[src/aocf_consts.svh]
// Constants for the sample word formatter: code widths, full-scale codes and latency.
// Assumes inclusion by the package and the design modules of this block only.
`ifndef AOCF_CONSTS_SVH
`define AOCF_CONSTS_SVH

`define AOCF_WORD_W 10
`define AOCF_STAGE_BITS 2
`define AOCF_STAGE_CNT 9
`define AOCF_SUM_W 11
`define AOCF_MSB_POS 9
`define AOCF_POS_FS_BIN 10'h3FF
`define AOCF_NEG_FS_BIN 10'h000
`define AOCF_LATENCY_CYC 8
`define AOCF_DELAY_STAGES (`AOCF_LATENCY_CYC - 2)
`define AOCF_BUF_DEPTH 2
`define AOCF_FMT_TWOS 1'b0
`define AOCF_FMT_OFFSET 1'b1

`endif

[src/aocf_pkg.sv]
// Types used by the sample word formatter; its output buffer is generic and does not use them.
// Assumes the constants header is on the include path.
`include "aocf_consts.svh"

package aocf_pkg;

    // One formatted conversion result with its range flag.
    typedef struct packed {
        logic [`AOCF_WORD_W-1:0] code;
        logic out_of_range;
    } aocf_word_t;

    // Raw capture of one sampling edge before correction.
    typedef struct packed {
        logic [`AOCF_STAGE_CNT*`AOCF_STAGE_BITS-1:0] stage_codes;
        logic over_fs;
        logic under_fs;
        logic fmt_offset;
    } aocf_capture_t;

endpackage

[src/aocf_word_buffer.sv]
// Small FIFO of flip-flops with valid and ready on both sides.
// Assumes both sides run on ref_clk; read data is a mux of the storage flops.
`timescale 1ns/1ps

module aocf_word_buffer #(
    parameter int WIDTH = 11,
    parameter int DEPTH = 2
) (
    input wire logic ref_clk,
    input wire logic rst,
    input wire logic wr_valid,
    output logic wr_ready,
    input wire logic [WIDTH-1:0] wr_data,
    output logic rd_valid,
    input wire logic rd_ready,
    output logic [WIDTH-1:0] rd_data
);
    localparam int PW = (DEPTH > 1) ? $clog2(DEPTH) : 1;

    logic [WIDTH-1:0] mem_ff [DEPTH];
    logic [PW-1:0] wr_ptr_ff;
    logic [PW-1:0] rd_ptr_ff;
    logic [PW:0] count_ff;
    logic do_wr;
    logic do_rd;

    // Full and empty come straight from the count, so back-pressure is exact.
    assign wr_ready = (count_ff != (PW+1)'(DEPTH));
    assign rd_valid = (count_ff != '0);
    assign rd_data = mem_ff[rd_ptr_ff];
    assign do_wr = wr_valid && wr_ready;
    assign do_rd = rd_valid && rd_ready;

    always_ff @(posedge ref_clk) begin
        if (do_wr) begin
            mem_ff[wr_ptr_ff] <= wr_data;
        end
    end

    always_ff @(posedge ref_clk or posedge rst) begin
        if (rst) begin
            wr_ptr_ff <= '0;
            rd_ptr_ff <= '0;
            count_ff <= '0;
        end else begin
            if (do_wr) begin
                wr_ptr_ff <= (wr_ptr_ff == PW'(DEPTH-1)) ? '0 : wr_ptr_ff + PW'(1);
            end
            if (do_rd) begin
                rd_ptr_ff <= (rd_ptr_ff == PW'(DEPTH-1)) ? '0 : rd_ptr_ff + PW'(1);
            end
            if (do_wr && !do_rd) begin
                count_ff <= count_ff + (PW+1)'(1);
            end else if (do_rd && !do_wr) begin
                count_ff <= count_ff - (PW+1)'(1);
            end
        end
    end

endmodule // aocf_word_buffer

[src/aocf_formatter.sv]
// Digital back end of a pipelined converter: correction, coding, range flag and output.
// Assumes ref_clk is the conversion clock and stage codes settle before each rising edge.
`timescale 1ns/1ps
`include "aocf_consts.svh"

module aocf_formatter #(
    parameter int STAGES = `AOCF_STAGE_CNT,
    parameter int DELAY = `AOCF_DELAY_STAGES,
    parameter int BUF_DEPTH = `AOCF_BUF_DEPTH
) (
    input wire logic ref_clk,
    input wire logic rst,
    input wire logic [STAGES*`AOCF_STAGE_BITS-1:0] stage_codes,
    input wire logic over_fs,
    input wire logic under_fs,
    input wire logic format_select,
    input wire logic half_rate_select,
    input wire logic rcv_ready,
    output logic [`AOCF_WORD_W-1:0] sample_word_pairs_true,
    output logic [`AOCF_WORD_W-1:0] sample_word_pairs_comp,
    output logic range_flag_true,
    output logic range_flag_comp,
    output logic word_strobe_true,
    output logic word_strobe_comp
);
    localparam int WW = `AOCF_WORD_W;
    localparam int BW = $bits(aocf_pkg::aocf_word_t);

    // ------------------------------------------------------------------
    // Pin synchronisers
    // ------------------------------------------------------------------
    // A change is accepted only when the second and third stages agree.
    logic [2:0] fmt_sync_ff;
    logic [2:0] rate_sync_ff;
    logic fmt_sel_ff;
    logic full_rate_ff;

    always_ff @(posedge ref_clk or posedge rst) begin
        if (rst) begin
            fmt_sync_ff <= 3'h0;
            rate_sync_ff <= 3'h0;
        end else begin
            fmt_sync_ff <= {fmt_sync_ff[1:0], format_select};
            rate_sync_ff <= {rate_sync_ff[1:0], half_rate_select};
        end
    end

    always_ff @(posedge ref_clk or posedge rst) begin
        if (rst) begin
            fmt_sel_ff <= `AOCF_FMT_TWOS;
            full_rate_ff <= 1'b0;
        end else begin
            if (fmt_sync_ff[1] == fmt_sync_ff[2]) begin
                fmt_sel_ff <= fmt_sync_ff[2];
            end
            if (rate_sync_ff[1] == rate_sync_ff[2]) begin
                full_rate_ff <= rate_sync_ff[2];
            end
        end
    end

    // ------------------------------------------------------------------
    // Sampling
    // ------------------------------------------------------------------
    logic stall;
    logic phase_ff;
    logic take_sample;
    aocf_pkg::aocf_capture_t cap_ff;
    logic cap_valid_ff;

    // The pipeline cannot refuse the analog side, so a full buffer freezes it
    // and the edges that arrive meanwhile are not converted.
    always_ff @(posedge ref_clk or posedge rst) begin
        if (rst) begin
            phase_ff <= 1'b0;
        end else begin
            phase_ff <= ~phase_ff;
        end
    end

    assign take_sample = full_rate_ff || !phase_ff;

    always_ff @(posedge ref_clk or posedge rst) begin
        if (rst) begin
            cap_ff <= '0;
            cap_valid_ff <= 1'b0;
        end else if (!stall) begin
            cap_ff.stage_codes <= stage_codes;
            cap_ff.over_fs <= over_fs;
            cap_ff.under_fs <= under_fs;
            cap_ff.fmt_offset <= fmt_sel_ff;
            cap_valid_ff <= take_sample;
        end
    end

    // ------------------------------------------------------------------
    // Correction and coding
    // ------------------------------------------------------------------
    // Each stage overlaps the next by one bit, so stage i weighs 2^(STAGES-1-i).
    function automatic logic [`AOCF_SUM_W-1:0] correct(
        input logic [STAGES*`AOCF_STAGE_BITS-1:0] codes
    );
        logic [`AOCF_SUM_W-1:0] acc;
        acc = '0;
        for (int i = 0; i < STAGES; i++) begin
            acc = (acc << 1) + `AOCF_SUM_W'(codes[(STAGES-1-i)*`AOCF_STAGE_BITS +: 2]);
        end
        return acc;
    endfunction

    logic [`AOCF_SUM_W-1:0] sum;
    logic [WW-1:0] bin_code;
    logic range_hit;
    aocf_pkg::aocf_word_t coded;

    always_comb begin
        sum = correct(cap_ff.stage_codes);
        range_hit = cap_ff.over_fs || cap_ff.under_fs;
        if (cap_ff.over_fs) begin
            bin_code = `AOCF_POS_FS_BIN;
        end else if (cap_ff.under_fs) begin
            bin_code = `AOCF_NEG_FS_BIN;
        end else if (sum > `AOCF_SUM_W'(`AOCF_POS_FS_BIN)) begin
            bin_code = `AOCF_POS_FS_BIN;
        end else begin
            bin_code = sum[WW-1:0];
        end
        coded.code = bin_code;
        if (cap_ff.fmt_offset == `AOCF_FMT_TWOS) begin
            coded.code[`AOCF_MSB_POS] = ~bin_code[`AOCF_MSB_POS];
        end
        coded.out_of_range = range_hit;
    end

    // ------------------------------------------------------------------
    // Latency line
    // ------------------------------------------------------------------
    aocf_pkg::aocf_word_t line_ff [DELAY];
    logic [DELAY-1:0] line_valid_ff;

    genvar g;
    generate
        for (g = 0; g < DELAY; g++) begin : g_line
            always_ff @(posedge ref_clk or posedge rst) begin
                if (rst) begin
                    line_ff[g] <= '0;
                    line_valid_ff[g] <= 1'b0;
                end else if (!stall) begin
                    line_ff[g] <= (g == 0) ? coded : line_ff[(g == 0) ? 0 : g-1];
                    line_valid_ff[g] <= (g == 0) ? cap_valid_ff
                                                 : line_valid_ff[(g == 0) ? 0 : g-1];
                end
            end
        end
    endgenerate

    // ------------------------------------------------------------------
    // Buffer and output stage
    // ------------------------------------------------------------------
    logic buf_wr_ready;
    logic buf_rd_valid;
    logic buf_rd_ready;
    logic [BW-1:0] buf_rd_data;
    aocf_pkg::aocf_word_t head;
    logic out_valid_ff;

    assign stall = !buf_wr_ready;
    assign head = aocf_pkg::aocf_word_t'(buf_rd_data);
    assign buf_rd_ready = !out_valid_ff || rcv_ready;

    aocf_word_buffer #(
        .WIDTH(BW),
        .DEPTH(BUF_DEPTH)
    ) u_buf (
        .ref_clk(ref_clk),
        .rst(rst),
        .wr_valid(line_valid_ff[DELAY-1]),
        .wr_ready(buf_wr_ready),
        .wr_data(line_ff[DELAY-1]),
        .rd_valid(buf_rd_valid),
        .rd_ready(buf_rd_ready),
        .rd_data(buf_rd_data)
    );

    always_ff @(posedge ref_clk or posedge rst) begin
        if (rst) begin
            out_valid_ff <= 1'b0;
        end else if (buf_rd_ready) begin
            out_valid_ff <= buf_rd_valid;
        end
    end

    always_ff @(posedge ref_clk or posedge rst) begin
        if (rst) begin
            sample_word_pairs_true <= '0;
            sample_word_pairs_comp <= '1;
        end else if (buf_rd_ready && buf_rd_valid) begin
            sample_word_pairs_true <= head.code;
            sample_word_pairs_comp <= ~head.code;
        end
    end

    always_ff @(posedge ref_clk or posedge rst) begin
        if (rst) begin
            range_flag_true <= 1'b0;
            range_flag_comp <= 1'b1;
        end else if (buf_rd_ready && buf_rd_valid) begin
            range_flag_true <= head.out_of_range;
            range_flag_comp <= ~head.out_of_range;
        end
    end

    assign word_strobe_true = out_valid_ff;
    assign word_strobe_comp = ~out_valid_ff;

endmodule // aocf_formatter

[config.mk]
export PLATFORM = sky130hd
export DESIGN_NAME = aocf_formatter
export DESIGN_NICKNAME = d
export VERILOG_FILES = /design/src/aocf_pkg.sv /design/src/aocf_word_buffer.sv /design/src/aocf_formatter.sv
export VERILOG_INCLUDE_DIRS = /design/src
export SDC_FILE = /design/constraint.sdc
export NUM_CORES = 1
export LEC_CHECK = 0
export BUFFER_PORTS_ARGS = -buffer_cell sky130_fd_sc_hd__buf_2
export CORE_MARGIN = 4
export CORE_UTILIZATION = 60
export DETAILED_ROUTE_END_ITERATION = 10
export GPL_ROUTABILITY_DRIVEN = 0
export PLACE_DENSITY = 0.8
export SLEW_MARGIN = 10
export SYNTH_ARGS = -nofsm -noshare
export SYNTH_HDL_FRONTEND = slang
export SYNTH_HIERARCHICAL = 1
export SYNTH_SLANG_ARGS = --single-unit
[constraint.sdc]
create_clock -name ref_clk -period 5.15 [get_ports ref_clk]
set_clock_uncertainty 0.1 [all_clocks]
set_input_delay 1.03 -clock ref_clk [delete_from_list [all_inputs] [get_ports ref_clk]]
set_output_delay 1.03 -clock ref_clk [all_outputs]
set_load 0.1 [all_outputs]
# Word-level counts from Yosys, hierarchy flattened

Memories as Yosys holds them, arrays and structs flattened.
Index checks and enable logic that the tools add are counted.

Word-level logic and storage cells: 81
Output and inout port bits: 24
Bits in latches: 0
Input bits: 25
Memories: 1
Register bits after elaboration: 130
RAM bits: 22
Memory bits (read-only): 0

Multiplexer cells: 10
Add/subtract/negate cells: 12
Magnitude comparators: 1
Shift operators: 0
Equality and inequality tests: 3
Bitwise gates (word level): 5
Divide/modulo/power cells: 0
Reduce and logical (&&, ||, !) cells: 13
$mul: 0

Memories:

| memory       | depth | width | rd ports | clocked after memory_dff | wr ports | line                   | text |
|---|---|---|---|---|---|---|---|
| u_buf.mem_ff | 2     | 11    | 1        | 0                        | 1        | aocf_word_buffer.sv:20 | `logic [WIDTH-1:0] mem_ff [DEPTH];` |

Operators with widths:

| operator                                                         | number |
|---|---|
| 2-to-1 mux 10 bit                                                | 3 |
| adder 11 x 2 -> 11 bit                                           | 1 |
| greater-than comparator 11 x 10 -> 1 bit (second input constant) | 1 |
| adder 10 x 2 -> 10 bit                                           | 1 |
| inverter 10 bit                                                  | 1 |
| adder 9 x 2 -> 9 bit                                             | 1 |
| adder 8 x 2 -> 8 bit                                             | 1 |
| adder 7 x 2 -> 7 bit                                             | 1 |
| adder 6 x 2 -> 6 bit                                             | 1 |
| adder 5 x 2 -> 5 bit                                             | 1 |
| 2-to-1 mux 1 bit                                                 | 5 |
| adder 3 x 2 -> 4 bit                                             | 1 |
| logical AND 1 bit                                                | 4 |
| logical NOT 1 bit                                                | 4 |
| 2-to-1 mux 2 bit                                                 | 2 |
| inverter 1 bit                                                   | 4 |
| nonzero test 2 bit                                               | 2 |
| logical OR 1 bit                                                 | 3 |
| adder 1 bit (second input constant)                              | 2 |
| adder 2 x 1 -> 2 bit (second input constant)                     | 1 |
| equality test 1 bit                                              | 2 |
| inequality test 2 bit (second input constant)                    | 1 |
| subtractor 2 x 1 -> 2 bit (second input constant)                | 1 |

# Logic depth before layout (Yosys ltp)

Gate-level depths: netlist of run 1.

Word-level depth: 14
Depth in mapped cells: 11
Depth with buffers taken out: 11

# Cells and area by module

Netlist of run 1, hierarchy kept.

Modules (own cells, without submodules):

| module           | times used | cells each | area each (um^2) | sequential area each (um^2) |
|---|---|---|---|---|
| aocf_formatter   | 1          | 430        | 5,534.1          | 3,166.8 |
| aocf_word_buffer | 1          | 53         | 1,007.2          | 760.7 |

# Least setup slack after synthesis of run 1

No wires, ideal clock.

Path type: register -> register
Start: register cap_ff[18] (netlist name)
End: register line_ff[65] (netlist name)
Arrival: 3.415 ns
Library setup time: 0.131 ns
Stages on the path, launching flop included: 12
Required time: 4.919 ns
Clock period less this slack: 3.647 ns
Setup slack: 1.503 ns
Buffers on the path: 0
Cells stage by stage: dfrtp_1 -> ha_1 -> ha_1 -> xor2_2 -> xor2_1 -> or4_1 -> and4_2 -> or2_2 -> xor2_1 -> and4b_2 -> o31ai_1 -> or3b_1

Word-level cells in the longest chain between the ends: 14

RTL lines:

| element                                  | line                  | text |
|---|---|---|
| start, declared                          | aocf_formatter.sv:68  | `aocf_pkg::aocf_capture_t cap_ff;` |
| adder 3 x 2 -> 4 bit *                   | aocf_formatter.sv:106 | `` acc = (acc << 1) + `AOCF_SUM_W'(codes[(STAGES-1-i)*`AOCF_STAGE_BITS +: 2]); `` |
| adder 5 x 2 -> 5 bit *                   | aocf_formatter.sv:106 |  |
| adder 6 x 2 -> 6 bit *                   | aocf_formatter.sv:106 |  |
| adder 7 x 2 -> 7 bit *                   | aocf_formatter.sv:106 |  |
| adder 8 x 2 -> 8 bit *                   | aocf_formatter.sv:106 |  |
| adder 9 x 2 -> 9 bit *                   | aocf_formatter.sv:106 |  |
| adder 10 x 2 -> 10 bit *                 | aocf_formatter.sv:106 |  |
| adder 11 x 2 -> 11 bit *                 | aocf_formatter.sv:106 |  |
| greater-than comparator 11 x 10 -> 1 bit | aocf_formatter.sv:123 | `` end else if (sum > `AOCF_SUM_W'(`AOCF_POS_FS_BIN)) begin `` |
| 2-to-1 mux 10 bit *                      | aocf_formatter.sv:123 |  |
| 2-to-1 mux 10 bit *                      | aocf_formatter.sv:121 | `end else if (cap_ff.under_fs) begin` |
| 2-to-1 mux 10 bit *                      | aocf_formatter.sv:119 | `if (cap_ff.over_fs) begin` |
| inverter 1 bit                           | aocf_formatter.sv:130 | `` coded.code[`AOCF_MSB_POS] = ~bin_code[`AOCF_MSB_POS]; `` |
| 2-to-1 mux 1 bit *                       | aocf_formatter.sv:129 | `` if (cap_ff.fmt_offset == `AOCF_FMT_TWOS) begin `` |
| end signal, assigned by index            | aocf_formatter.sv:149 | `line_ff[g] <= (g == 0) ? coded : line_ff[(g == 0) ? 0 : g-1];` |
| end, declared                            | aocf_formatter.sv:138 | `aocf_pkg::aocf_word_t line_ff [DELAY];` |

Every way passes the cells marked *; elsewhere a longest branch is shown, timed or not.
A chain may end at the register's enable or synchronous reset.

# Worst setup path after layout of run 1

Start: register cap_ff[18] (netlist name)
End: register line_ff[63] (netlist name)

Word-level cells in the longest chain between the ends: 12

RTL lines:

| element                                  | line |
|---|---|
| adder 3 x 2 -> 4 bit                     | aocf_formatter.sv:106 |
| adder 5 x 2 -> 5 bit                     | aocf_formatter.sv:106 |
| adder 6 x 2 -> 6 bit                     | aocf_formatter.sv:106 |
| adder 7 x 2 -> 7 bit                     | aocf_formatter.sv:106 |
| adder 8 x 2 -> 8 bit                     | aocf_formatter.sv:106 |
| adder 9 x 2 -> 9 bit                     | aocf_formatter.sv:106 |
| adder 10 x 2 -> 10 bit                   | aocf_formatter.sv:106 |
| adder 11 x 2 -> 11 bit                   | aocf_formatter.sv:106 |
| greater-than comparator 11 x 10 -> 1 bit | aocf_formatter.sv:123 |
| 2-to-1 mux 10 bit                        | aocf_formatter.sv:123 |
| 2-to-1 mux 10 bit                        | aocf_formatter.sv:121 |
| 2-to-1 mux 10 bit                        | aocf_formatter.sv:119 |

No other way between the ends.

==> impl_metrics.json, run 1 <==
{
  "outcome": "completed",
  "worstSetupEndpointType": "register",
  "grt_pass1_wl_um": 18610,
  "synth.area.mux_share": 0.1632,
  "clk_pin_slew_worst_paths_ns": 0.06,
  "path_max_fanout": 9,
  "relSlewSlack": 0.3738,
  "drv_slew": 0,
  "synth_area_leaders": "dfrtp_1, mux2_2, edfxtp_1",
  "dieArea_um2": 12640,
  "cp_common_cell": "ha_1",
  "critical_path_required_ns": 5.51,
  "worstHoldPathType": "register to register",
  "cts_buffers": 17,
  "clk_latency_ns": 0.53,
  "maxCapViolCount": 0,
  "finalSetupViolCount": 0,
  "clock.fmax_mhz": 247.2,
  "fin_setup_tns_ns": 0,
  "start_util": 0.6252,
  "fp.dieW_um": 112.4,
  "synth_cell_types": 56,
  "synth_compound_area_frac": 0.05107,
  "synth_fa_ha_area_frac": 0.03558,
  "worstPathCellList": "ha_1, ha_1, xor2_2, a32oi_1, or4_1, and4_2, o2111ai_1, xnor3_1, xor2_1, o21bai_1, a21oi_1",
  "crit_family": "XOR/XNOR gates",
  "grt_use_total": 0.1831,
  "syn_avg_cell_area_um2": 13.54,
  "dr.pass1.iters": 5,
  "synth_xor_area_frac": 0.04476,
  "synth_most_common_cell": "dfrtp_1",
  "cp-start-kind": "register",
  "antenna_found_initial": 0,
  "synth_edf_count": 22,
  "vias": 3730,
  "num_rows": 37,
  "critPathMaxStageDelay_ns": 0.61,
  "synthArstFlopShare": 0.8553,
  "syn_area_um2": 6541,
  "yosys.area_share.simple": 0.08837,
  "tritoncts": "done",
  "area_delta_synth_final_pct": 14.27,
  "viasPerCell": 5.453,
  "core_area_um2": 10460,
  "grt_pass1_vias": 3963,
  "ctsResizeCount": 0,
  "ant_nets": 0,
  "io_buffers": 48,
  "rsz0062_at_grt": "no",
  "die_h_um": 112.4,
  "seq_area_frac_synth": 0.6004,
  "place_hpwl_um": 6703,
  "clock_sinks": 152,
  "ys_warn_count": 6,
  "cts_root_buffer": "clkbuf_8",
  "cts_hold_buf": 0,
  "drtIter0Drc": 228,
  "ys_seq_elements": 152,
  "worst_slew_pin_slew_ns": 0.9393,
  "period_minus_slack_ns": 4.045,
  "drc": 0,
  "drive_gt1_frac": 0.3631,
  "grt_max_degree": 80,
  "ioPinCount": 49,
  "fin_nets": 577,
  "synthFlopType": "dfrtp_1",
  "yosysTopAreaCell": "dfrtp_1",
  "fin_crit_sh": 0.7854,
  "critPathBufInv": 0,
  "wl_um": 10220,
  "crit_path_top_delay_cell": "xor2_1",
  "wl_per_cell_um": 14.94,
  "yosys-top-cells-count": "dfrtp_1, mux2_2, nand2_1, edfxtp_1, nor2_1",
  "post-cts-setup-buffer-count": 0,
  "hold_viol": 0,
  "synth_top_cell_area_share": 0.4552,
  "clk_path_buf_depth": 2,
  "worstSetupPathType": "register to register",
  "diodes": 0,
  "grt-ovfl-total": 0,
  "crit_arrival_ns": 4.40,
  "syn_inst": 483,
  "synth_top_family_by_area": "multiplexers",
  "cts.htree.levels": 4,
  "synth_nets": 525
}
==> sequential cells by signal, indices dropped and copies added, names as in the netlist, 2 cells and up <==
signal / flops
line_ff: 66
u_buf/mem_ff: 22
cap_ff: 21
sample_word_pairs_comp: 10
sample_word_pairs_true: 10
line_valid_ff: 6
fmt_sync_ff: 3
rate_sync_ff: 3
u_buf/count_ff: 2
==> per-layer routing <==
layer,track usage,up-vias,share of wire,routed length (um)
li1,-,1802,-,-
met1,0.2344,1836,0.45,4621
met2,0.2968,72,0.49,4973
met3,0.05553,20,0.042,434
met4,0.06891,0,0.018,187
met5,0,-,0,0
==> path summary, 6_finish.rpt <==
kind | start | end | slack, ns | cells past startpoint
worst max-delay path | cap_ff[18]$_DFFE_PP0P_ | line_ff[63]$_DFFE_PP0P_ | 1.11 | 11
worst min-delay path | rate_sync_ff[0]$_DFF_PP0_ | rate_sync_ff[1]$_DFF_PP0_ | 0.25 | 0
worst max register to register | cap_ff[18]$_DFFE_PP0P_ | line_ff[63]$_DFFE_PP0P_ | 1.11 | 11
worst min register to register | rate_sync_ff[0]$_DFF_PP0_ | rate_sync_ff[1]$_DFF_PP0_ | 0.25 | 0
max in group asynchronous | rst | line_ff[38]$_DFFE_PP0P_ | 3.19 | 3
min in group asynchronous | rst | u_buf/wr_ptr_ff$_DFFE_PP0P_ | 0.31 | 2
==> through the flow <==
step                  util  area [um^2]  hold slack [ns]  std cells  setup WS (ns)
floorplan                -         6541           0.2312        483         0.6823
global placement    0.6582         6887           0.2327        652          1.385
detailed placement  0.6582         6887           0.2413        652          1.162
CTS                 0.7144         7475           0.2554        684          1.083
global route        0.7144         7475           0.2679        684         0.7614
finish              0.7144         7475           0.2531        684          1.105
==> cell families after synthesis <==
kind of cell	Yosys count
AO/OA/AOI/OAI	49
XOR/XNOR	31
adder cells (fa/ha/maj)	19
buffers and inverters	24
flip-flops	152
multiplexers	95
AND/OR/NAND/NOR	113
==> final cells by class <==
type,count,area [um^2]
sequential,152,3928
fill,705,2988
multi-input combinational,307,2505
clock buffer,18,417.9
timing repair buffer,50,255.2
clock inverter,14,170.2
tap,136,170.2
inverter,7,28.78
==> placed cells by master (no fill, tap or decap), types with 2 or more instances in the layout <==
cell,n
dfrtp_1,119
mux2_2,93
buf_2,48
nand2_1,46
edfxtp_1,22
nor2_1,19
ha_1,17
clkbuf_16,16
xnor2_1,15
xor2_1,14
a21oi_1,12
dfstp_2,11
nor2b_1,9
o21bai_1,9
o21a_1,9
nand3_1,7
o21ai_0,6
inv_1,6
nor3_1,4
inv_6,4
nor4_1,3
nand2b_1,3
or2_2,3
clkinvlp_4,3
bufinv_16,3
and3_1,2
a32oi_1,2
and2b_1,2
mux2i_1,2
nor3b_1,2
maj3_1,2
clkinv_2,2
buf_4,2
Power of run 1 is left out: the tool's default activity adds up to more than one toggle a clock period on the data nets, which glitch-free logic cannot reach.
==> run 2, diff against run 1 <==
--- a/config.mk
+++ b/config.mk
@@ -6,12 +6,13 @@
 export SDC_FILE = /design/constraint.sdc
 export NUM_CORES = 1
 export LEC_CHECK = 0
+export ABC_AREA = 1
 export BUFFER_PORTS_ARGS = -buffer_cell sky130_fd_sc_hd__buf_2
 export CORE_MARGIN = 4
-export CORE_UTILIZATION = 60
+export CORE_UTILIZATION = 54
 export DETAILED_ROUTE_END_ITERATION = 10
 export GPL_ROUTABILITY_DRIVEN = 0
-export PLACE_DENSITY = 0.8
+export PLACE_DENSITY = 0.75
 export SLEW_MARGIN = 10
 export SYNTH_ARGS = -nofsm -noshare
 export SYNTH_HDL_FRONTEND = slang
==> constraint.sdc (replaced) <==
create_clock -name ref_clk -period 3.5 [get_ports ref_clk]
set_clock_uncertainty 0.1 [all_clocks]
set_input_delay 0.7 -clock ref_clk [delete_from_list [all_inputs] [get_ports ref_clk]]
set_output_delay 0.7 -clock ref_clk [all_outputs]
set_load 0.1 [all_outputs]
==> run 2 against run 1 <==
Compared with the run above: synthesized area grew 4.8%; clock-buffer cell count down 1; flip-flop and latch count unchanged; final area grew 4.9%; critical path depth rose by 11; via count increased by 29%; core utilization decreased by 7.2 points; wire length rose by 14%; register-to-register slack worse by 0.62 ns; non-clock buffer count rose by 4; synthesized cell count up 54%; setup slack got worse by 0.62 ns.
==> impl_metrics.json, run 2 <==
{
  "outcome": "completed",
  "die_h_um": 120.7,
  "fp.dieW_um": 120.7,
  "ys_seq_elements": 152,
  "drv_slew": 0,
  "ioPinCount": 49,
  "yosys-top-cells-count": "nand2_1, dfrtp_1, inv_1, o21ai_0, nand3_1",
  "fin_crit_sh": 0.8615,
  "reg_top3": "line_ff x66, u_buf/mem_ff x22, cap_ff x21",
  "worst_slew_pin_slew_ns": 0.9563,
  "clock_sinks": 152,
  "worstHoldPathType": "input port to asynchronous set/reset pin",
  "syn_inst": 742,
  "ys_warn_count": 6,
  "top_register": "line_ff",
  "viasPerCell": 4.968,
  "cts_buffers": 17,
  "syn_avg_cell_area_um2": 9.239,
  "synth_top_cell_area_share": 0.4344,
  "start_util": 0.5614,
  "hold_viol": 0,
  "fin_nets": 832,
  "rsz0062_at_grt": "no",
  "io_buffers": 48,
  "layout_commonest_cell": "nand2_1",
  "num_rows": 40,
  "path_max_fanout": 6,
  "tritoncts": "done",
  "relSlewSlack": 0.3601,
  "worstSetupEndpointType": "register",
  "wl_per_cell_um": 12.04,
  "grt-ovfl-total": 0,
  "diodes": 0,
  "yosysTopAreaCell": "dfrtp_1",
  "critical_path_required_ns": 3.71,
  "synth_cell_types": 32,
  "grt_pass1_wl_um": 21000,
  "grt_max_degree": 88,
  "clock.fmax_mhz": 331.6,
  "ctsResizeCount": 0,
  "final_cell_mix": "nand2_1, dfrtp_1, inv_1",
  "post-cts-setup-buffer-count": 0,
  "fin_setup_tns_ns": 0,
  "dieArea_um2": 14560,
  "maxCapViolCount": 0,
  "drc": 0,
  "period_minus_slack_ns": 3.015,
  "syn_area_um2": 6855,
  "drive_gt1_frac": 0.1905,
  "synthFlopType": "dfrtp_1",
  "cts.htree.levels": 4,
  "drtIter0Drc": 294,
  "area_delta_synth_final_pct": 14.36,
  "crit_arrival_ns": 3.23,
  "wl_um": 11690,
  "ant_nets": 0,
  "grt_use_total": 0.1800,
  "dr.pass1.iters": 4,
  "cts_hold_buf": 0,
  "place_hpwl_um": 7964,
  "grt_pass1_vias": 4800,
  "clk_pin_slew_worst_paths_ns": 0.06,
  "synth_edf_count": 22,
  "clk_path_buf_depth": 2,
  "synth_nets": 784,
  "antenna_found_initial": 0,
  "worstSetupPathType": "register to register",
  "finalSetupViolCount": 0,
  "vias": 4824,
  "synth_area_leaders": "dfrtp_1, nand2_1, edfxtp_1",
  "largest_reg_flops": 66,
  "synth_most_common_cell": "nand2_1",
  "seq_area_frac_synth": 0.5729,
  "cts_root_buffer": "clkbuf_16",
  "core_area_um2": 12210,
  "clk_latency_ns": 0.42,
  "cp-start-kind": "register",
  "synthArstFlopShare": 0.8553
}
run 2: cell count changes in the layout (fill, tap and decap cells not counted), moves of 10 or more:
cell     change
o21ai_0     +54
nand3_1     +27
inv_1       +71
nand2_2     +25
xor2_1      -10
nand2_1    +202
xnor2_1     -12
mux2_2      -90
run 2: layer usage:
metal	vias to the layer above	GRT usage	wire length, um
met1	2266	0.2054	5042
met3	17	0.05145	469
met4	0	0.07295	200
met2	91	0.3175	5976
met5	-	0	0
li1	2450	-	-
run 2: cell families (layout without fill, tap and decap cells):
logic type	count (synthesis)	after routing	synth area share
and+or+nand+nor	359	359	0.2283
DFF	152	152	0.5729
buffers and inverters	106	167	0.06333
AOI/OAI and AO/OA	88	88	0.07009
adders and majority gates	19	19	0.03395
muxes	11	11	0.02245
xor gates and xnor gates	7	7	0.008943
run 2: cell type report:
type	count	area, um^2
inverters	81	307.8
clock buffers	17	425.4
well taps	168	210.2
clock inverters	15	175.2
repair buffers	54	297.8
fillers	1026	4372
flip-flops and latches	152	3928
multi-input cells	484	2496
run 2: through the flow:
| step | setup WS, ns | hold WS, ns | instances | cell area, um^2 | util |
|---|---|---|---|---|---|
| 2_1_floorplan | 0.6535 | 0.2312 | 742 | 6859 | - |
| 3_3_place_gp | 0.7040 | 0.2332 | 939 | 7239 | 0.5928 |
| 3_5_place_dp | 0.5526 | 0.2362 | 939 | 7239 | 0.5928 |
| 4_1_cts | 0.5012 | 0.06931 | 971 | 7840 | 0.6420 |
| 5_1_grt | 0.1981 | 0.08233 | 971 | 7840 | 0.6420 |
| 6_report | 0.4847 | 0.08409 | 971 | 7840 | 0.6420 |
run 2: final timing paths:
check | to | start | cells after the start | slack [ns]
setup / recovery | line_ff[65]$_DFFE_PP0P_ | cap_ff[18]$_DFFE_PP0P_ | 22 | 0.48
hold / removal | u_buf/count_ff[1]$_DFFE_PP0P_ | rst | 2 | 0.08
setup reg to reg | line_ff[65]$_DFFE_PP0P_ | cap_ff[18]$_DFFE_PP0P_ | 22 | 0.48
hold reg to reg | rate_sync_ff[1]$_DFF_PP0_ | rate_sync_ff[0]$_DFF_PP0_ | 0 | 0.25
max in group asynchronous | line_ff[59]$_DFFE_PP0P_ | rst | 3 | 2.15
min in group ref_clk | rate_sync_ff[1]$_DFF_PP0_ | rate_sync_ff[0]$_DFF_PP0_ | 0 | 0.25
run 2: worst max-delay path, cell delays in order (launching register included):
cell and delay (ns):
dfrtp_1 0.38, ha_1 0.35, ha_1 0.34, nand2_2 0.12, inv_1 0.06, nor2_1 0.11
nand2_2 0.10, nand2_1 0.08, nand2_2 0.06, nand3_1 0.12, inv_1 0.05, nand2_1 0.10
nand2_1 0.09, nand2_1 0.11, nand2_2 0.08, nor2_2 0.11, nand3_2 0.14, nand3_2 0.10
nand2_2 0.05, nand2_1 0.06, nand2_1 0.05, nand3_1 0.07, nand2_1 0.06
Power of run 2 is left out for the same reason.
